<file path="src/verilog/tcs_pkg.sv">
// tcs_pkg: constants and carrier types of the transmit command/status block
// assumes: 32-bit APB register window, byte addresses in the low 8 bits
package tcs_pkg;
	// register byte offsets
	localparam logic [7:0] ADDR_CMD     = 8'h00;
	localparam logic [7:0] ADDR_DESC    = 8'h04;
	localparam logic [7:0] ADDR_COUNT   = 8'h08;
	localparam logic [7:0] ADDR_CFG     = 8'h0C;
	localparam logic [7:0] ADDR_STATUS  = 8'h10;
	localparam logic [7:0] ADDR_CTRL    = 8'h14;
	localparam logic [7:0] ADDR_IRQ_ST  = 8'h18;
	localparam logic [7:0] ADDR_IRQ_MSK = 8'h1C;
	// command word fields, bits 31:16 of the command block word
	localparam int         CMD_CODE_LSB = 16;
	localparam logic [2:0] CMD_TX       = 3'h4;
	localparam int         FLEX_BIT     = 19;
	localparam int         NOCRC_BIT    = 20;
	localparam logic [31:0] DESC_NONE   = 32'hFFFFFFFF;
	// configuration bits
	localparam int CFG_CRC_BIT   = 0;
	localparam int CFG_NOCRS_BIT = 1;
	// status word masks
	localparam logic [15:0] M_DONE  = 16'h8000;
	localparam logic [15:0] M_BUSY  = 16'h4000;
	localparam logic [15:0] M_OK    = 16'h2000;
	localparam logic [15:0] M_ABORT = 16'h1000;
	localparam logic [15:0] M_LATE  = 16'h0800;
	localparam logic [15:0] M_NOCRS = 16'h0400;
	localparam logic [15:0] M_CTS   = 16'h0200;
	localparam logic [15:0] M_UNDER = 16'h0100;
	localparam logic [15:0] M_DEFER = 16'h0080;
	localparam logic [15:0] M_RETRY = 16'h0020;
	localparam logic [15:0] M_COLL  = 16'h000F;
	// reset values
	localparam logic [15:0] CMD_RST = 16'h0000;
	localparam logic [13:0] CNT_RST = 14'h0000;
	localparam logic [1:0]  CFG_RST = 2'h1;
	// timing counts in pclk cycles, then the collision retry limit
	localparam logic [15:0] PREAMBLE_CYC = 16'h0040;
	localparam logic [15:0] SLOT_CYC     = 16'h0200;
	localparam logic [15:0] BACKOFF_CYC  = 16'h0200;
	localparam logic [3:0]  MAX_RETRY    = 4'hF;
	// synchronised link pins
	typedef struct packed {
		logic carrier_present;
		logic clear_to_send;
		logic collision;
		logic link_busy;
	} tcs_link_type;
	typedef enum logic [2:0] {S_IDLE, S_DEFER, S_PRE, S_DATA, S_BACKOFF} tcs_state_type;
endpackage : tcs_pkg

</file>
<file path="src/verilog/tcs_tx_command_status.sv">
// tcs_tx_command_status: transmit command decode, frame sequencer and status word
// assumes: APB master on pclk, link pins asynchronous, dma strobes on pclk
`timescale 1ns/1ps
module tcs_tx_command_status (
	input  wire logic                pclk,
	input  wire logic                presetn,
	input  wire logic                psel,
	input  wire logic                penable,
	input  wire logic                pwrite,
	input  wire logic [7:0]          paddr,
	input  wire logic [31:0]         pwdata,
	output logic      [31:0]         prdata,
	output logic                     pready,
	output logic                     pslverr,
	input  wire tcs_pkg::tcs_link_type link_pins,
	input  wire logic                dma_ready,
	input  wire logic                dma_last,
	output logic                     tx_en,
	output logic                     append_crc,
	output logic                     use_desc,
	output logic                     irq
);
	import tcs_pkg::*;

	tcs_link_type  sync1_q, lnk_q;
	tcs_state_type state_q;
	logic [15:0]   cmd_q, status_q, cnt_q;
	logic [31:0]   desc_q;
	logic [13:0]   count_q, byte_q;
	logic [1:0]    cfg_q, irq_st_q, irq_msk_q;
	logic [31:0]   prdata_q;
	logic          pready_q, pslverr_q, abort_q, done_q, ok_q;
	logic          tx_en_q, append_crc_q, use_desc_q, irq_q;
	logic          acc, wr, go, busy;

	// finished status word: done set, busy cleared, outcome bits merged
	function automatic logic [15:0] fin(input logic [15:0] s, input logic [15:0] set,
		input logic ok);
		fin = (s | set | M_DONE) & ~M_BUSY & ~M_OK;
		if (ok) begin
			fin = fin | M_OK;
		end
	endfunction : fin

	//////////////////////////////////////////////////////////////////////////
	// apb slave
	assign acc  = psel && penable && pready_q;
	assign wr   = acc && pwrite;
	assign busy = (state_q != S_IDLE);
	assign go   = wr && (paddr == ADDR_CMD) && !busy;

	// answer one cycle after setup; read data captured in setup
	always_ff @(posedge pclk or negedge presetn) begin
		if (!presetn) begin
			pready_q  <= 1'b0;
			pslverr_q <= 1'b0;
			prdata_q  <= 32'h00000000;
		end else begin
			pready_q  <= psel && !penable;
			pslverr_q <= 1'b0;
			if (psel && !penable) begin
				prdata_q <= 32'h00000000;
				case (paddr)
					ADDR_CMD:     prdata_q <= {cmd_q, status_q};
					ADDR_DESC:    prdata_q <= desc_q;
					ADDR_COUNT:   prdata_q <= {18'h00000, count_q};
					ADDR_CFG:     prdata_q <= {30'h00000000, cfg_q};
					ADDR_STATUS:  prdata_q <= {16'h0000, status_q};
					ADDR_CTRL:    prdata_q <= 32'h00000000;
					ADDR_IRQ_ST:  prdata_q <= {30'h00000000, irq_st_q};
					ADDR_IRQ_MSK: prdata_q <= {30'h00000000, irq_msk_q};
					default:      pslverr_q <= 1'b1;
				endcase
			end
		end
	end

	// software registers; command word writes ignored while busy
	always_ff @(posedge pclk or negedge presetn) begin
		if (!presetn) begin
			cmd_q     <= CMD_RST;
			desc_q    <= DESC_NONE;
			count_q   <= CNT_RST;
			cfg_q     <= CFG_RST;
			irq_msk_q <= 2'h0;
			abort_q   <= 1'b0;
		end else begin
			abort_q <= wr && (paddr == ADDR_CTRL) && pwdata[0];
			if (go) begin
				cmd_q <= pwdata[31:16]; // reserved bits stored as written
			end
			if (wr && !busy && paddr == ADDR_DESC) begin
				desc_q <= pwdata;
			end
			if (wr && !busy && paddr == ADDR_COUNT) begin
				count_q <= pwdata[13:0];
			end
			if (wr && paddr == ADDR_CFG) begin
				cfg_q <= pwdata[1:0];
			end
			if (wr && paddr == ADDR_IRQ_MSK) begin
				irq_msk_q <= pwdata[1:0];
			end
		end
	end

	//////////////////////////////////////////////////////////////////////////
	// link pin synchroniser
	always_ff @(posedge pclk or negedge presetn) begin
		if (!presetn) begin
			sync1_q <= '0;
			lnk_q   <= '0;
		end else begin
			sync1_q <= link_pins;
			lnk_q   <= sync1_q;
		end
	end

	// frame options latched at the start of a command
	always_ff @(posedge pclk or negedge presetn) begin
		if (!presetn) begin
			append_crc_q <= 1'b0;
			use_desc_q   <= 1'b0;
		end else if (go) begin
			append_crc_q <= pwdata[NOCRC_BIT] ? 1'b0 : cfg_q[CFG_CRC_BIT];
			use_desc_q   <= pwdata[FLEX_BIT] && (desc_q != DESC_NONE);
		end
	end

	//////////////////////////////////////////////////////////////////////////
	// frame sequencer and status word
	always_ff @(posedge pclk or negedge presetn) begin
		if (!presetn) begin
			state_q  <= S_IDLE;
			status_q <= 16'h0000;
			cnt_q    <= 16'h0000;
			byte_q   <= 14'h0000;
			done_q   <= 1'b0;
			ok_q     <= 1'b0;
		end else begin
			done_q <= 1'b0;
			cnt_q  <= cnt_q + 16'h0001;
			if (busy && abort_q) begin
				status_q <= fin(status_q, M_ABORT, 1'b0);
				state_q  <= S_IDLE;
				done_q   <= 1'b1;
				ok_q     <= 1'b0;
			end else begin
				case (state_q)
					S_IDLE: begin
						cnt_q  <= 16'h0000;
						byte_q <= 14'h0000;
						if (go && pwdata[CMD_CODE_LSB +: 3] != CMD_TX) begin
							status_q <= fin(16'h0000, 16'h0000, 1'b0);
							done_q   <= 1'b1;
							ok_q     <= 1'b0;
						end else if (go && lnk_q.link_busy) begin
							status_q <= M_BUSY | M_DEFER;
							state_q  <= S_DEFER;
						end else if (go) begin
							status_q <= M_BUSY;
							state_q  <= S_PRE;
						end
					end
					S_DEFER: begin
						cnt_q <= 16'h0000;
						if (!lnk_q.link_busy) begin
							state_q <= S_PRE;
						end
					end
					S_PRE: begin
						if (!lnk_q.clear_to_send) begin
							status_q <= fin(status_q, M_CTS, 1'b0);
							state_q  <= S_IDLE;
							done_q   <= 1'b1;
							ok_q     <= 1'b0;
						end else if (cnt_q == PREAMBLE_CYC - 16'h0001) begin
							state_q <= S_DATA;
						end
					end
					S_DATA: begin
						if (!lnk_q.clear_to_send) begin
							status_q <= fin(status_q, M_CTS, 1'b0);
							state_q  <= S_IDLE;
							done_q   <= 1'b1;
							ok_q     <= 1'b0;
						end else if (lnk_q.collision && cnt_q >= SLOT_CYC) begin
							status_q <= fin(status_q, M_LATE, 1'b0);
							state_q  <= S_IDLE;
							done_q   <= 1'b1;
							ok_q     <= 1'b0;
						end else if (lnk_q.collision && status_q[3:0] == MAX_RETRY) begin
							status_q <= fin(status_q & ~M_COLL, M_RETRY, 1'b0);
							state_q  <= S_IDLE;
							done_q   <= 1'b1;
							ok_q     <= 1'b0;
						end else if (lnk_q.collision) begin
							status_q[3:0] <= status_q[3:0] + 4'h1;
							state_q       <= S_BACKOFF;
							cnt_q         <= 16'h0000;
						end else if (!dma_ready) begin
							status_q <= fin(status_q, M_UNDER, 1'b0);
							state_q  <= S_IDLE;
							done_q   <= 1'b1;
							ok_q     <= 1'b0;
						end else if (!lnk_q.carrier_present && !cfg_q[CFG_NOCRS_BIT]) begin
							status_q <= fin(status_q, M_NOCRS, 1'b0);
							state_q  <= S_IDLE;
							done_q   <= 1'b1;
							ok_q     <= 1'b0;
						end else begin
							byte_q <= byte_q + 14'h0001;
							if (use_desc_q ? dma_last : (byte_q + 14'h0001 >= count_q)) begin
								// carrier-less mode finishes but keeps the flag
								status_q <= fin(status_q,
									lnk_q.carrier_present ? 16'h0000 : M_NOCRS,
									1'b1);
								state_q  <= S_IDLE;
								done_q   <= 1'b1;
								ok_q     <= 1'b1;
							end else if (!lnk_q.carrier_present) begin
								status_q <= status_q | M_NOCRS;
							end
						end
					end
					S_BACKOFF: begin
						byte_q <= 14'h0000;
						if (cnt_q == BACKOFF_CYC - 16'h0001) begin
							state_q <= S_PRE;
							cnt_q   <= 16'h0000;
						end
					end
					default: state_q <= S_IDLE;
				endcase
			end
		end
	end

	//////////////////////////////////////////////////////////////////////////
	// interrupt: bit0 done, bit1 failed; set wins over write-one clear
	always_ff @(posedge pclk or negedge presetn) begin
		if (!presetn) begin
			irq_st_q <= 2'h0;
			irq_q    <= 1'b0;
		end else begin
			irq_st_q <= (irq_st_q & ~((wr && paddr == ADDR_IRQ_ST) ? pwdata[1:0] : 2'h0))
				| {done_q && !ok_q, done_q};
			irq_q    <= |(irq_st_q & irq_msk_q);
		end
	end

	// transmit enable follows the sequencer one cycle later
	always_ff @(posedge pclk or negedge presetn) begin
		if (!presetn) begin
			tx_en_q <= 1'b0;
		end else begin
			tx_en_q <= (state_q == S_PRE) || (state_q == S_DATA);
		end
	end

	assign prdata     = prdata_q;
	assign pready     = pready_q;
	assign pslverr    = pslverr_q;
	assign tx_en      = tx_en_q;
	assign append_crc = append_crc_q;
	assign use_desc   = use_desc_q;
	assign irq        = irq_q;
endmodule : tcs_tx_command_status

</file>
<file path="config.mk">
export PLATFORM = sky130hd
export DESIGN_NAME = tcs_tx_command_status
export DESIGN_NICKNAME = d
export VERILOG_FILES = /design/src/verilog/tcs_pkg.sv /design/src/verilog/tcs_tx_command_status.sv
export SDC_FILE = /design/constraint.sdc
export NUM_CORES = 1
export LEC_CHECK = 0
export ABC_AREA = 1
export BUFFER_PORTS_ARGS = -buffer_cell sky130_fd_sc_hd__clkbuf_2
export CORE_ASPECT_RATIO = 0.5
export CORE_MARGIN = 2
export CORE_UTILIZATION = 55
export CTS_BUF_LIST = sky130_fd_sc_hd__clkbuf_8
export DETAILED_ROUTE_END_ITERATION = 6
export PLACE_DENSITY = 0.78
export REMOVE_ABC_BUFFERS = 1
export SYNTH_ARGS = -nofsm -noshare
export SYNTH_HDL_FRONTEND = slang
export SYNTH_SLANG_ARGS = --single-unit
</file>
<file path="constraint.sdc">
create_clock -name pclk -period 2.84 [get_ports pclk]
set_input_delay 0.284 -clock pclk [delete_from_list [all_inputs] [get_ports pclk]]
set_output_delay 0.284 -clock pclk [all_outputs]
set_load 0.03 [all_outputs]
</file>
== After elaboration in Yosys (flattened, before gate mapping) ==
Cells that the tools add are included.
Widths: inputs -> output; s select.

* Order comparisons: 2
* Eq/ne operators: 65
* Bitwise operators: 7
* Mux-type cells: 74
* Reductions and logical operators: 52
* Add/subtract/negate cells: 3

{| class="wikitable"
|+ Operators by type and width
! cell !! number
|-
| $mux 16 || 17
|-
| $pmux 32 s7 || 1
|-
| $pmux 16 s3 || 2
|-
| $ne 3x3->1 const B || 30
|-
| $mux 14 || 6
|-
| $reduce_and 10->1 || 6
|-
| $mux 3 || 15
|-
| $eq 8x5->1 const B || 4
|-
| $ne 32x32->1 const B || 1
|-
| $ne 4x4->1 const B || 7
|-
| $pmux 14 s2 || 1
|-
| $mux 1 || 24
|-
| $logic_and 1x1->1 || 22
|-
| $mux 11 || 2
|-
| $ne 2x2->1 const B || 9
|-
| $add 16x1->16 const B || 1
|-
| $eq 16x6->1 const B || 1
|-
| $eq 16x9->1 const B || 1
|-
| $eq 8x4->1 const B || 2
|-
| $ge 16x10->1 const B || 1
|-
| $pmux 3 s5 || 1
|-
| $add 14x1->14 const B || 1
|-
| $ge 14x14->1 || 1
|-
| $or 13x11->13 || 1
|-
| 32 further kinds || 46
|}

* Register bits: 166
* Bits of input ports: 51
* Output and inout bits: 38

== Depth between registers and ports, before layout ==
Gate-level depths: netlist (run 1).

* Depth after elaboration: 12
* Gate-level depth with buffers: 22

== Worst setup path after synthesis (run 1) ==
No wires, ideal clock.

* Path type: register -> register
* From: register byte_q[0]
* To: register status_q[2]
* Library setup time: 0.123 ns
* Data required time: 2.717 ns
* Data arrival time: 2.739 ns
* Cell stages (with the launch flop): 20
* Path buffers: 0
* Path slack: -0.022 ns
* Cells stage by stage: dfrtp_1 -> ha_1 -> nand2_1 -> nor2_1 -> nand3_1 -> nor2_1 -> nand3_1 -> nor3_2 -> xor2_1 -> inv_1 -> ha_1 -> nand4_1 -> nor2_1 -> nand2_1 -> nand3_2 -> nand2_2 -> o21ai_0 -> nand2_2 -> nand2_1 -> o21ai_1

* Cells in the longest elaborated chain, start to end: 11
* Elaborated cells between the ends (all ways): 13
* Classes of those cells: add/sub (1); order compare (1); eq/ne (1); mux (9); reduce/logical (1)

{| class="wikitable"
|+ Ends and longest elaborated chain
! element !! line !! text
|-
| start, declared || tcs_tx_command_status.sv:29 || <nowiki>logic [13:0] count_q, byte_q;</nowiki>
|-
| start signal, assigned || tcs_tx_command_status.sv:212 || <nowiki>byte_q <= byte_q + 14'h0001;</nowiki>
|-
| $add 14x1->14 (*) || tcs_tx_command_status.sv:213 || <nowiki>if (use_desc_q ? dma_last : (byte_q + 14'h0001 >= count_q)) begin</nowiki>
|-
| $ge 14x14->1 (*) || tcs_tx_command_status.sv:213 ||
|-
| $mux 1 (*) || tcs_tx_command_status.sv:213 ||
|-
| $mux 16 || tcs_tx_command_status.sv:213 ||
|-
| $mux 16 || tcs_tx_command_status.sv:206 || <nowiki>end else if (!lnk_q.carrier_present && !cfg_q[CFG_NOCRS_BIT]) begin</nowiki>
|-
| $mux 16 || tcs_tx_command_status.sv:201 || <nowiki>end else if (!dma_ready) begin</nowiki>
|-
| $mux 4 || tcs_tx_command_status.sv:197 || <nowiki>end else if (lnk_q.collision) begin</nowiki>
|-
| $mux 16 || tcs_tx_command_status.sv:192 || <nowiki>end else if (lnk_q.collision && status_q[3:0] == MAX_RETRY) begin</nowiki>
|-
| $mux 16 || tcs_tx_command_status.sv:187 || <nowiki>end else if (lnk_q.collision && cnt_q >= SLOT_CYC) begin</nowiki>
|-
| $mux 16 || tcs_tx_command_status.sv:182 || <nowiki>if (!lnk_q.clear_to_send) begin</nowiki>
|-
| $pmux 16 s3 || tcs_tx_command_status.sv:149 || <nowiki>case (state_q)</nowiki>
|-
| end signal, assigned || tcs_tx_command_status.sv:183 || <nowiki>status_q <= fin(status_q, M_CTS, 1'b0);</nowiki>
|-
| end signal, assigned || tcs_tx_command_status.sv:188 || <nowiki>status_q <= fin(status_q, M_LATE, 1'b0);</nowiki>
|-
| end signal, assigned || tcs_tx_command_status.sv:193 || <nowiki>status_q <= fin(status_q & ~M_COLL, M_RETRY, 1'b0);</nowiki>
|-
| end, declared || tcs_tx_command_status.sv:27 || <nowiki>logic [15:0] cmd_q, status_q, cnt_q;</nowiki>
|}

Mark *: on every way between the ends. The rest lies on a longest branch, timed or not. The select of a mux whose other input is x is not followed.
A chain may end at the register's enable or synchronous reset.

== Final worst setup path (run 1) ==
* From: register byte_q[6]
* To: register status_q[9]

* Cells in the longest elaborated chain, start to end: 11
* Elaborated cells between the ends (all ways): 13
* Classes of those cells: add/sub (1); order compare (1); eq/ne (1); mux (9); reduce/logical (1)

{| class="wikitable"
|+ Ends and longest elaborated chain
! element !! line
|-
| $add 14x1->14 (*) || tcs_tx_command_status.sv:213
|-
| $ge 14x14->1 (*) || tcs_tx_command_status.sv:213
|-
| $mux 1 (*) || tcs_tx_command_status.sv:213
|-
| $mux 16 || tcs_tx_command_status.sv:213
|-
| $mux 16 || tcs_tx_command_status.sv:206
|-
| $mux 16 || tcs_tx_command_status.sv:201
|-
| $mux 12 || tcs_tx_command_status.sv:197
|-
| $mux 16 || tcs_tx_command_status.sv:192
|-
| $mux 16 || tcs_tx_command_status.sv:187
|-
| $mux 16 || tcs_tx_command_status.sv:182
|-
| $pmux 16 s3 || tcs_tx_command_status.sv:149
|}

Marked as above.

==> results_dict.tcl, run 1 <==
set metrics [dict create \
    reg2reg_depth 18 \
    gp_congestion 0.914 \
    switchingPower_mw 2.11 \
    ys_types 47 \
    netlist_instances 1020 \
    dpl_cell_area_um2 9120 \
    maxCapViolCount 0 \
    crit_fanout 7 \
    rsz0062_at_grt "true" \
    clk_pin_slew_worst_paths_ns 0.11 \
    cts_tree "yes" \
    die_w_um 178 \
    numCtsBuffers 17 \
    switching_share_pct 36.7 \
    ys_seq_area_share_pct 50.2 \
    antenna_found_initial 0 \
    max_slew.worst_pin.slew_ns 1.25 \
    synth_top_cells_by_area "dfrtp_1 40%, nand2_1 12%, dfstp_2 10%" \
    drt_wl_total_um 21100 \
    timing.fmax_mhz 339 \
    worst_ep_required_time_ns 3.19 \
    die-area_um2 16300 \
    fin_util_pct 66.9 \
    pin_count 89 \
    min_path_cells 3 \
    grt_overflow 0 \
    vias 7355 \
    vdd.ir_drop.worst_mv 0.292 \
    power_density_nw_per_um2 587 \
    grt_start_max_net_pins 71 \
    h-tree-depth 4 \
    leakagePower_nw 4.86 \
    wire_per_inst_um 15.6 \
    setup_viol 13 \
    grt_pass1_wl_um 33800 \
    drc_errors 0 \
    start_util_pct 57.0 \
    drive_gt1_share_pct 22.5 \
    dp_hpwl_um 15100 \
    yosysWarningCount 0 \
    mappedNetlistArea_um2 8360 \
    status "finished, violations left" \
    synth.top_cell.area_share_pct 39.8 \
    power_mw 5.76 \
    hold_viol 0 \
    finClkSkew_ns 0.0207 \
    core_um2 14700 \
    stdcell_area_um2 9810 \
    worstHoldPathType "in2reg" \
    viasPerCell 5.43 \
    p_int_mw 3.64 \
    maxSlewHeadroom_pct 16.8 \
    violations "negative setup slack" \
    startpoint_type "flop" \
    io_buffers 88 \
    avgSynthCellArea_um2 8.20 \
    area_delta_synth_final_pct 17.3 \
    p_comb_share_pct 25.6 \
    grtUsageTotal_pct 26.3 \
    grt_pass1_vias 6847 \
    ys_ff_latch 166 \
    arrival_ns 3.30 \
    final-max-slew-violation-count 0 \
    seqPwrFrac_pct 44.7 \
    first_pass_iters 5 \
    min_period_ns 2.95 \
    clockPowerShare_pct 29.7 \
    fp.dieH_um 91.2 \
    synthArstFlopShare_pct 100 \
    antenna_cells 0 \
    ys.flop_type "dfrtp_1" \
    finalNetCount 1213 \
    synth_area_leader_cell "dfrtp_1" \
    drt-initial-drc-count 697 \
    fillerInstances 1216 \
    setup_ws_ns -0.110 \
    finalCritPeriodShare_pct 104 \
    clkLatencyLatePin_ns 0.46 \
    end_kind "flop" \
    synth_edf_count 0 \
    ant_nets 0 \
    cts.path.max_buffers 2 \
    rows 31 \
    worst_hold_slack_ns 0.0102 \
    cts_root_buf "clkbuf_8" \
    cts_sinks 166 \
    path_class "reg2reg" \
]
==> placed cells by master, fill, tap and decap left out, types with 4 or more instances in the layout <==
cell type,netlist,routed
nand4_1,27,27
nor3_1,14,12
nor2_1,71,65
inv_2,8,9
nor2_2,5,9
clkbuf_8,0,18
o21ai_1,60,60
a22o_1,8,8
buf_6,2,4
inv_1,129,128
nand2_2,8,13
buf_4,3,31
nand3_2,2,9
inv_8,0,7
xor2_1,14,13
nor2_4,4,6
nand2_1,275,269
dfstp_2,33,33
nand3_1,44,37
o21ai_0,53,52
nor4_1,6,6
ha_1,18,16
dfrtp_1,133,133
o22ai_1,12,12
nand2_4,5,6
a32o_1,8,8
a21oi_1,32,31
dlygate4sd3_1,0,6
clkbuf_2,0,87
==> path summary, 6_finish.rpt <==
check / endpoint / slack, ns / start
setup / recovery: status_q[9] / -0.11 / byte_q[6]
hold / removal: desc_q[26] / 0.01 / pwdata[26]
setup reg to reg: status_q[9] / -0.11 / byte_q[6]
hold reg to reg: lnk_q[3] / 0.35 / sync1_q[3]
max in group asynchronous: desc_q[0] / 1.81 / presetn
min in group asynchronous: cnt_q[3] / 0.25 / presetn
==> cell type report <==
cell class	count	area, um^2	area share, %
inverters	140	529	5.39
multi-input cells	689	3630	37.0
well taps	198	248	2.52
clock buffers	18	248	2.52
repair buffers	130	813	8.29
clock inverters	14	153	1.56
flip-flops and latches	166	4200	42.8
==> repair_timing <==
| action | in CTS | in global routing |
|---|---|---|
| buffers inserted | 8 | 6 |
| pin swaps | 1 | 17 |
| gates resized for setup | 13 | 20 |
| endpoints found under the hold margin | 36 | 0 |
| endpoints found under the setup margin | 16 | 16 |
| hold buffers | 6 | 0 |
==> critical path, stage by stage, from the launching register on <==
cell	delay, ns
dfrtp_1	0.39
inv_1	0.08
nor3_2	0.20
nand2_2	0.10
nor3_2	0.24
nand4_1	0.15
xor2_1	0.23
inv_1	0.08
ha_1	0.32
nand4_1	0.17
nor2_1	0.17
nor2_2	0.06
nand3_2	0.11
buf_6	0.13
nand4_1	0.14
nand2_1	0.13
nand2_1	0.06
nand2_1	0.05
nand2_1	0.04
==> metrics by stage <==
| stage | setup slack, ns | TNS [ns] | std cells |
|---|---|---|---|
| 6_report | -0.110 | -0.950 | 1355 |
| 5_1_grt | -0.331 | -3.70 | 1355 |
| 4_1_cts | -0.00320 | -0.00374 | 1349 |
| 3_5_place_dp | -0.183 | -1.61 | 1303 |
| 3_3_place_gp | -0.0584 | -0.263 | 1303 |
| 2_1_floorplan | -0.0210 | -0.0986 | 995 |
==> registers in the layout (all words and copies together), names as in the netlist, 14 cells and up <==
register,count
prdata,32
desc_q,32
count_q,14
cnt_q,16
byte_q,14
status_q,16
cmd_q,16
==> logic make-up after synthesis <==
group | Yosys count | synth area share (%)
XOR/XNOR | 15 | 1.57
adder cells (fa/ha/maj) | 18 | 2.69
flip-flops | 166 | 50.2
AND/OR/NAND/NOR | 474 | 25.4
buffers and inverters | 165 | 7.91
AO/OA/AOI/OAI | 182 | 12.2
==> synth_stat cells (3+ instances only) <==
library cell,n
dfstp_2,33
clkbuf_1,10
o21ai_0,53
inv_2,8
nor2_2,5
buf_2,10
inv_1,129
nor2_1,71
nand2_2,8
nand2_4,5
nand4_1,27
buf_4,3
a32o_1,8
nor3_1,14
o22ai_1,12
a21oi_1,32
xor2_1,14
or2_2,3
nand3_1,44
o21ai_1,60
nor2_4,4
a22o_1,8
ha_1,18
nor4_1,6
nand2_1,275
dfrtp_1,133
==> power groups by stage <==
stage	Combinational [mW]	Sequential (mW)	Clock, mW
3_3_place_gp	1.36	2.61	0
4_1_cts	1.41	2.57	1.73
5_1_grt	1.65	2.59	1.84
2_1_floorplan	0.931	2.62	0
6_report	1.47	2.58	1.71
3_5_place_dp	1.38	2.62	0
==> per-layer routing <==
layer	up-vias	global-route usage [%]	share of wire, %	wire length (um)
li1	3592	-	-	-
met1	3490	38.3	47	9880
met2	254	41.0	45	9570
met3	19	4.65	6.9	1470
met4	0	6.44	0.90	189
met5	-	0	0	0
(Power assumes the default switching activity.)
==> run 2: changes to the inputs <==
--- a/config.mk
+++ b/config.mk
@@ -9,11 +9,11 @@
 export BUFFER_PORTS_ARGS = -buffer_cell sky130_fd_sc_hd__clkbuf_2
 export CORE_ASPECT_RATIO = 0.5
 export CORE_MARGIN = 2
-export CORE_UTILIZATION = 55
+export CORE_UTILIZATION = 40
 export CTS_BUF_LIST = sky130_fd_sc_hd__clkbuf_8
 export DETAILED_ROUTE_END_ITERATION = 6
-export PLACE_DENSITY = 0.78
 export REMOVE_ABC_BUFFERS = 1
+export SETUP_SLACK_MARGIN = 0.05
 export SYNTH_ARGS = -nofsm -noshare
 export SYNTH_HDL_FRONTEND = slang
 export SYNTH_SLANG_ARGS = --single-unit
==> constraint.sdc (replaced) <==
create_clock -name pclk -period 2.84 [get_ports pclk]
set_input_delay 0.426 -clock pclk [delete_from_list [all_inputs] [get_ports pclk]]
set_output_delay 0.426 -clock pclk [all_outputs]
set_load 0.03 [all_outputs]
==> run 2 against run 1 <==
  * The run still ends with negative setup slack left
  * Critical path depth is the same
  * Non-clock buffer count grew 3
  * First-iteration DRC count shrank 27%
  * Clock skew shrank 0.0081 ns
  * Critical path type unchanged
==> results_dict.tcl, run 2 (synthesis gave the netlist of run 1 again) <==
set metrics [dict create \
    min_period_ns 2.88 \
    area_delta_synth_final_pct 18.6 \
    crit_fanout 7 \
    power_mw 5.68 \
    timing.fmax_mhz 347 \
    power_density_nw_per_um2 572 \
    placed_cells 1382 \
    ant_nets 0 \
    drc_errors 0 \
    grtUsageMet3_pct 4.17 \
    antenna_found_initial 0 \
    vias 7259 \
    maxSlewHeadroom_pct 52.8 \
    drt_wl_total_um 22400 \
    cts.path.max_buffers 2 \
    cts_root_buf "clkbuf_8" \
    drt-initial-drc-count 511 \
    startpoint_type "flop" \
    drive_gt1_share_pct 23.4 \
    worst_ep_required_time_ns 3.25 \
    layout.cells.non_filler 1433 \
    busiest_layer "met2" \
    violations "negative setup slack" \
    grt_use_met1_pct 29.7 \
    wire_per_inst_um 15.7 \
    final_cell_mix "268 x nand2_1, 133 x dfrtp_1, 132 x inv_1" \
    end_kind "flop" \
    die_w_um 209 \
    grt_overflow 0 \
    start_util_pct 40.8 \
    leakagePower_nw 4.86 \
    dp_slack_ns -0.114 \
    cts_sinks 166 \
    fp.dieH_um 106 \
    h-tree-depth 4 \
    vdd.ir_drop.worst_mv 0.294 \
    final-max-slew-violation-count 0 \
    gp_congestion 0.907 \
    finClkSkew_ns 0.0126 \
    grtUsageTotal_pct 20.8 \
    dp_hpwl_um 16300 \
    hold_viol 0 \
    min_path_cells 1 \
    antenna_cells 0 \
    grt_pass1_wl_um 36000 \
    maxCapViolCount 0 \
    grt_pass1_vias 6862 \
    setup_ws_ns -0.0433 \
    finalCritPeriodShare_pct 102 \
    pin_count 89 \
    tns_ns -0.124 \
    setup_viol 4 \
    io_buffers 88 \
    met2_usage_pct 31.9 \
    max_slew.worst_pin.slew_ns 0.707 \
    cts_tree "yes" \
    first_pass_iters 5 \
    path_class "reg2reg" \
    worst_hold_slack_ns 0.0520 \
    fillerInstances 1958 \
    clkLatencyLatePin_ns 0.48 \
    grt_start_max_net_pins 65 \
    reg2reg_depth 18 \
    finalNetCount 1216 \
    numCtsBuffers 17 \
    rows 37 \
    clk_pin_slew_worst_paths_ns 0.09 \
    viasPerCell 5.07 \
    arrival_ns 3.29 \
    final_common_cell "nand2_1" \
    die-area_um2 22200 \
    core_um2 20500 \
    worstHoldPathType "in2reg" \
    status "finished, violations left" \
    rsz0062_at_grt "true" \
]
-- run 2: report_power, final --
group | total (mW) | internal, mW | switching [mW]
registers | 2.58 | 2.48 | 0.102
clock network | 1.57 | 0.606 | 0.962
logic | 1.53 | 0.495 | 1.04
-- run 2: path summary, 6_finish.rpt --
| path | startpoint | endpoint | slack (ns) |
|---|---|---|---|
| worst max-delay path | byte_q[5] | status_q[2] | -0.04 |
| worst min-delay path | link_pins[2] | sync1_q[2] | 0.05 |
| worst max register to register | byte_q[5] | status_q[2] | -0.04 |
| worst min register to register | sync1_q[0] | lnk_q[0] | 0.36 |
| max in group asynchronous | presetn | desc_q[13] | 1.53 |
| min in group asynchronous | presetn | cnt_q[15] | 0.46 |
-- run 2: worst max-delay path, cell delays in order (launching register included) --
cell and delay (ns):
dfrtp_1 0.38, inv_1 0.08, nor3_1 0.27, nand2_2 0.12, nor3_2 0.19, nand4_1 0.15
xor2_1 0.22, inv_1 0.10, ha_4 0.28, nand4_1 0.13, nor2_1 0.15, nor2_2 0.06
nand3_2 0.11, buf_6 0.13, buf_4 0.11, nand3b_1 0.08, nand2_1 0.08, nand3_2 0.07
o21ai_1 0.12
-- run 2: cell type report --
type                       instances  area, um^2  share of cell area, %
inverter                         140         529                   5.33
sequential                       166        4200                   42.3
timing repair buffer             133         815                   8.21
multi-input combinational        689        3700                   37.3
clock buffer                      17         234                   2.36
tap                              273         342                   3.44
clock inverter                    15         108                   1.08
-- run 2: metal layers --
layer	part of all wire, %	vias up
met3	4.4	20
met4	1.2	0
met1	49	3481
met2	45	169
li1	-	3589
met5	0	-
-- run 2: through the flow --
stage,util (%),area (um^2)
floorplan,-,8230
global placement,45.0,9230
detailed placement,45.0,9230
CTS,47.2,9670
global route,48.4,9920
finish,48.4,9920
-- run 2: what timing repair did --
| action | in CTS | in global routing |
|---|---|---|
| setup buffers | 6 | 12 |
| endpoints found under the setup margin | 16 | 16 |
| hold buffers | 1 | 0 |
| pin swaps | 5 | 16 |
| gates resized for setup | 13 | 31 |
| endpoints found under the hold margin | 42 | 0 |
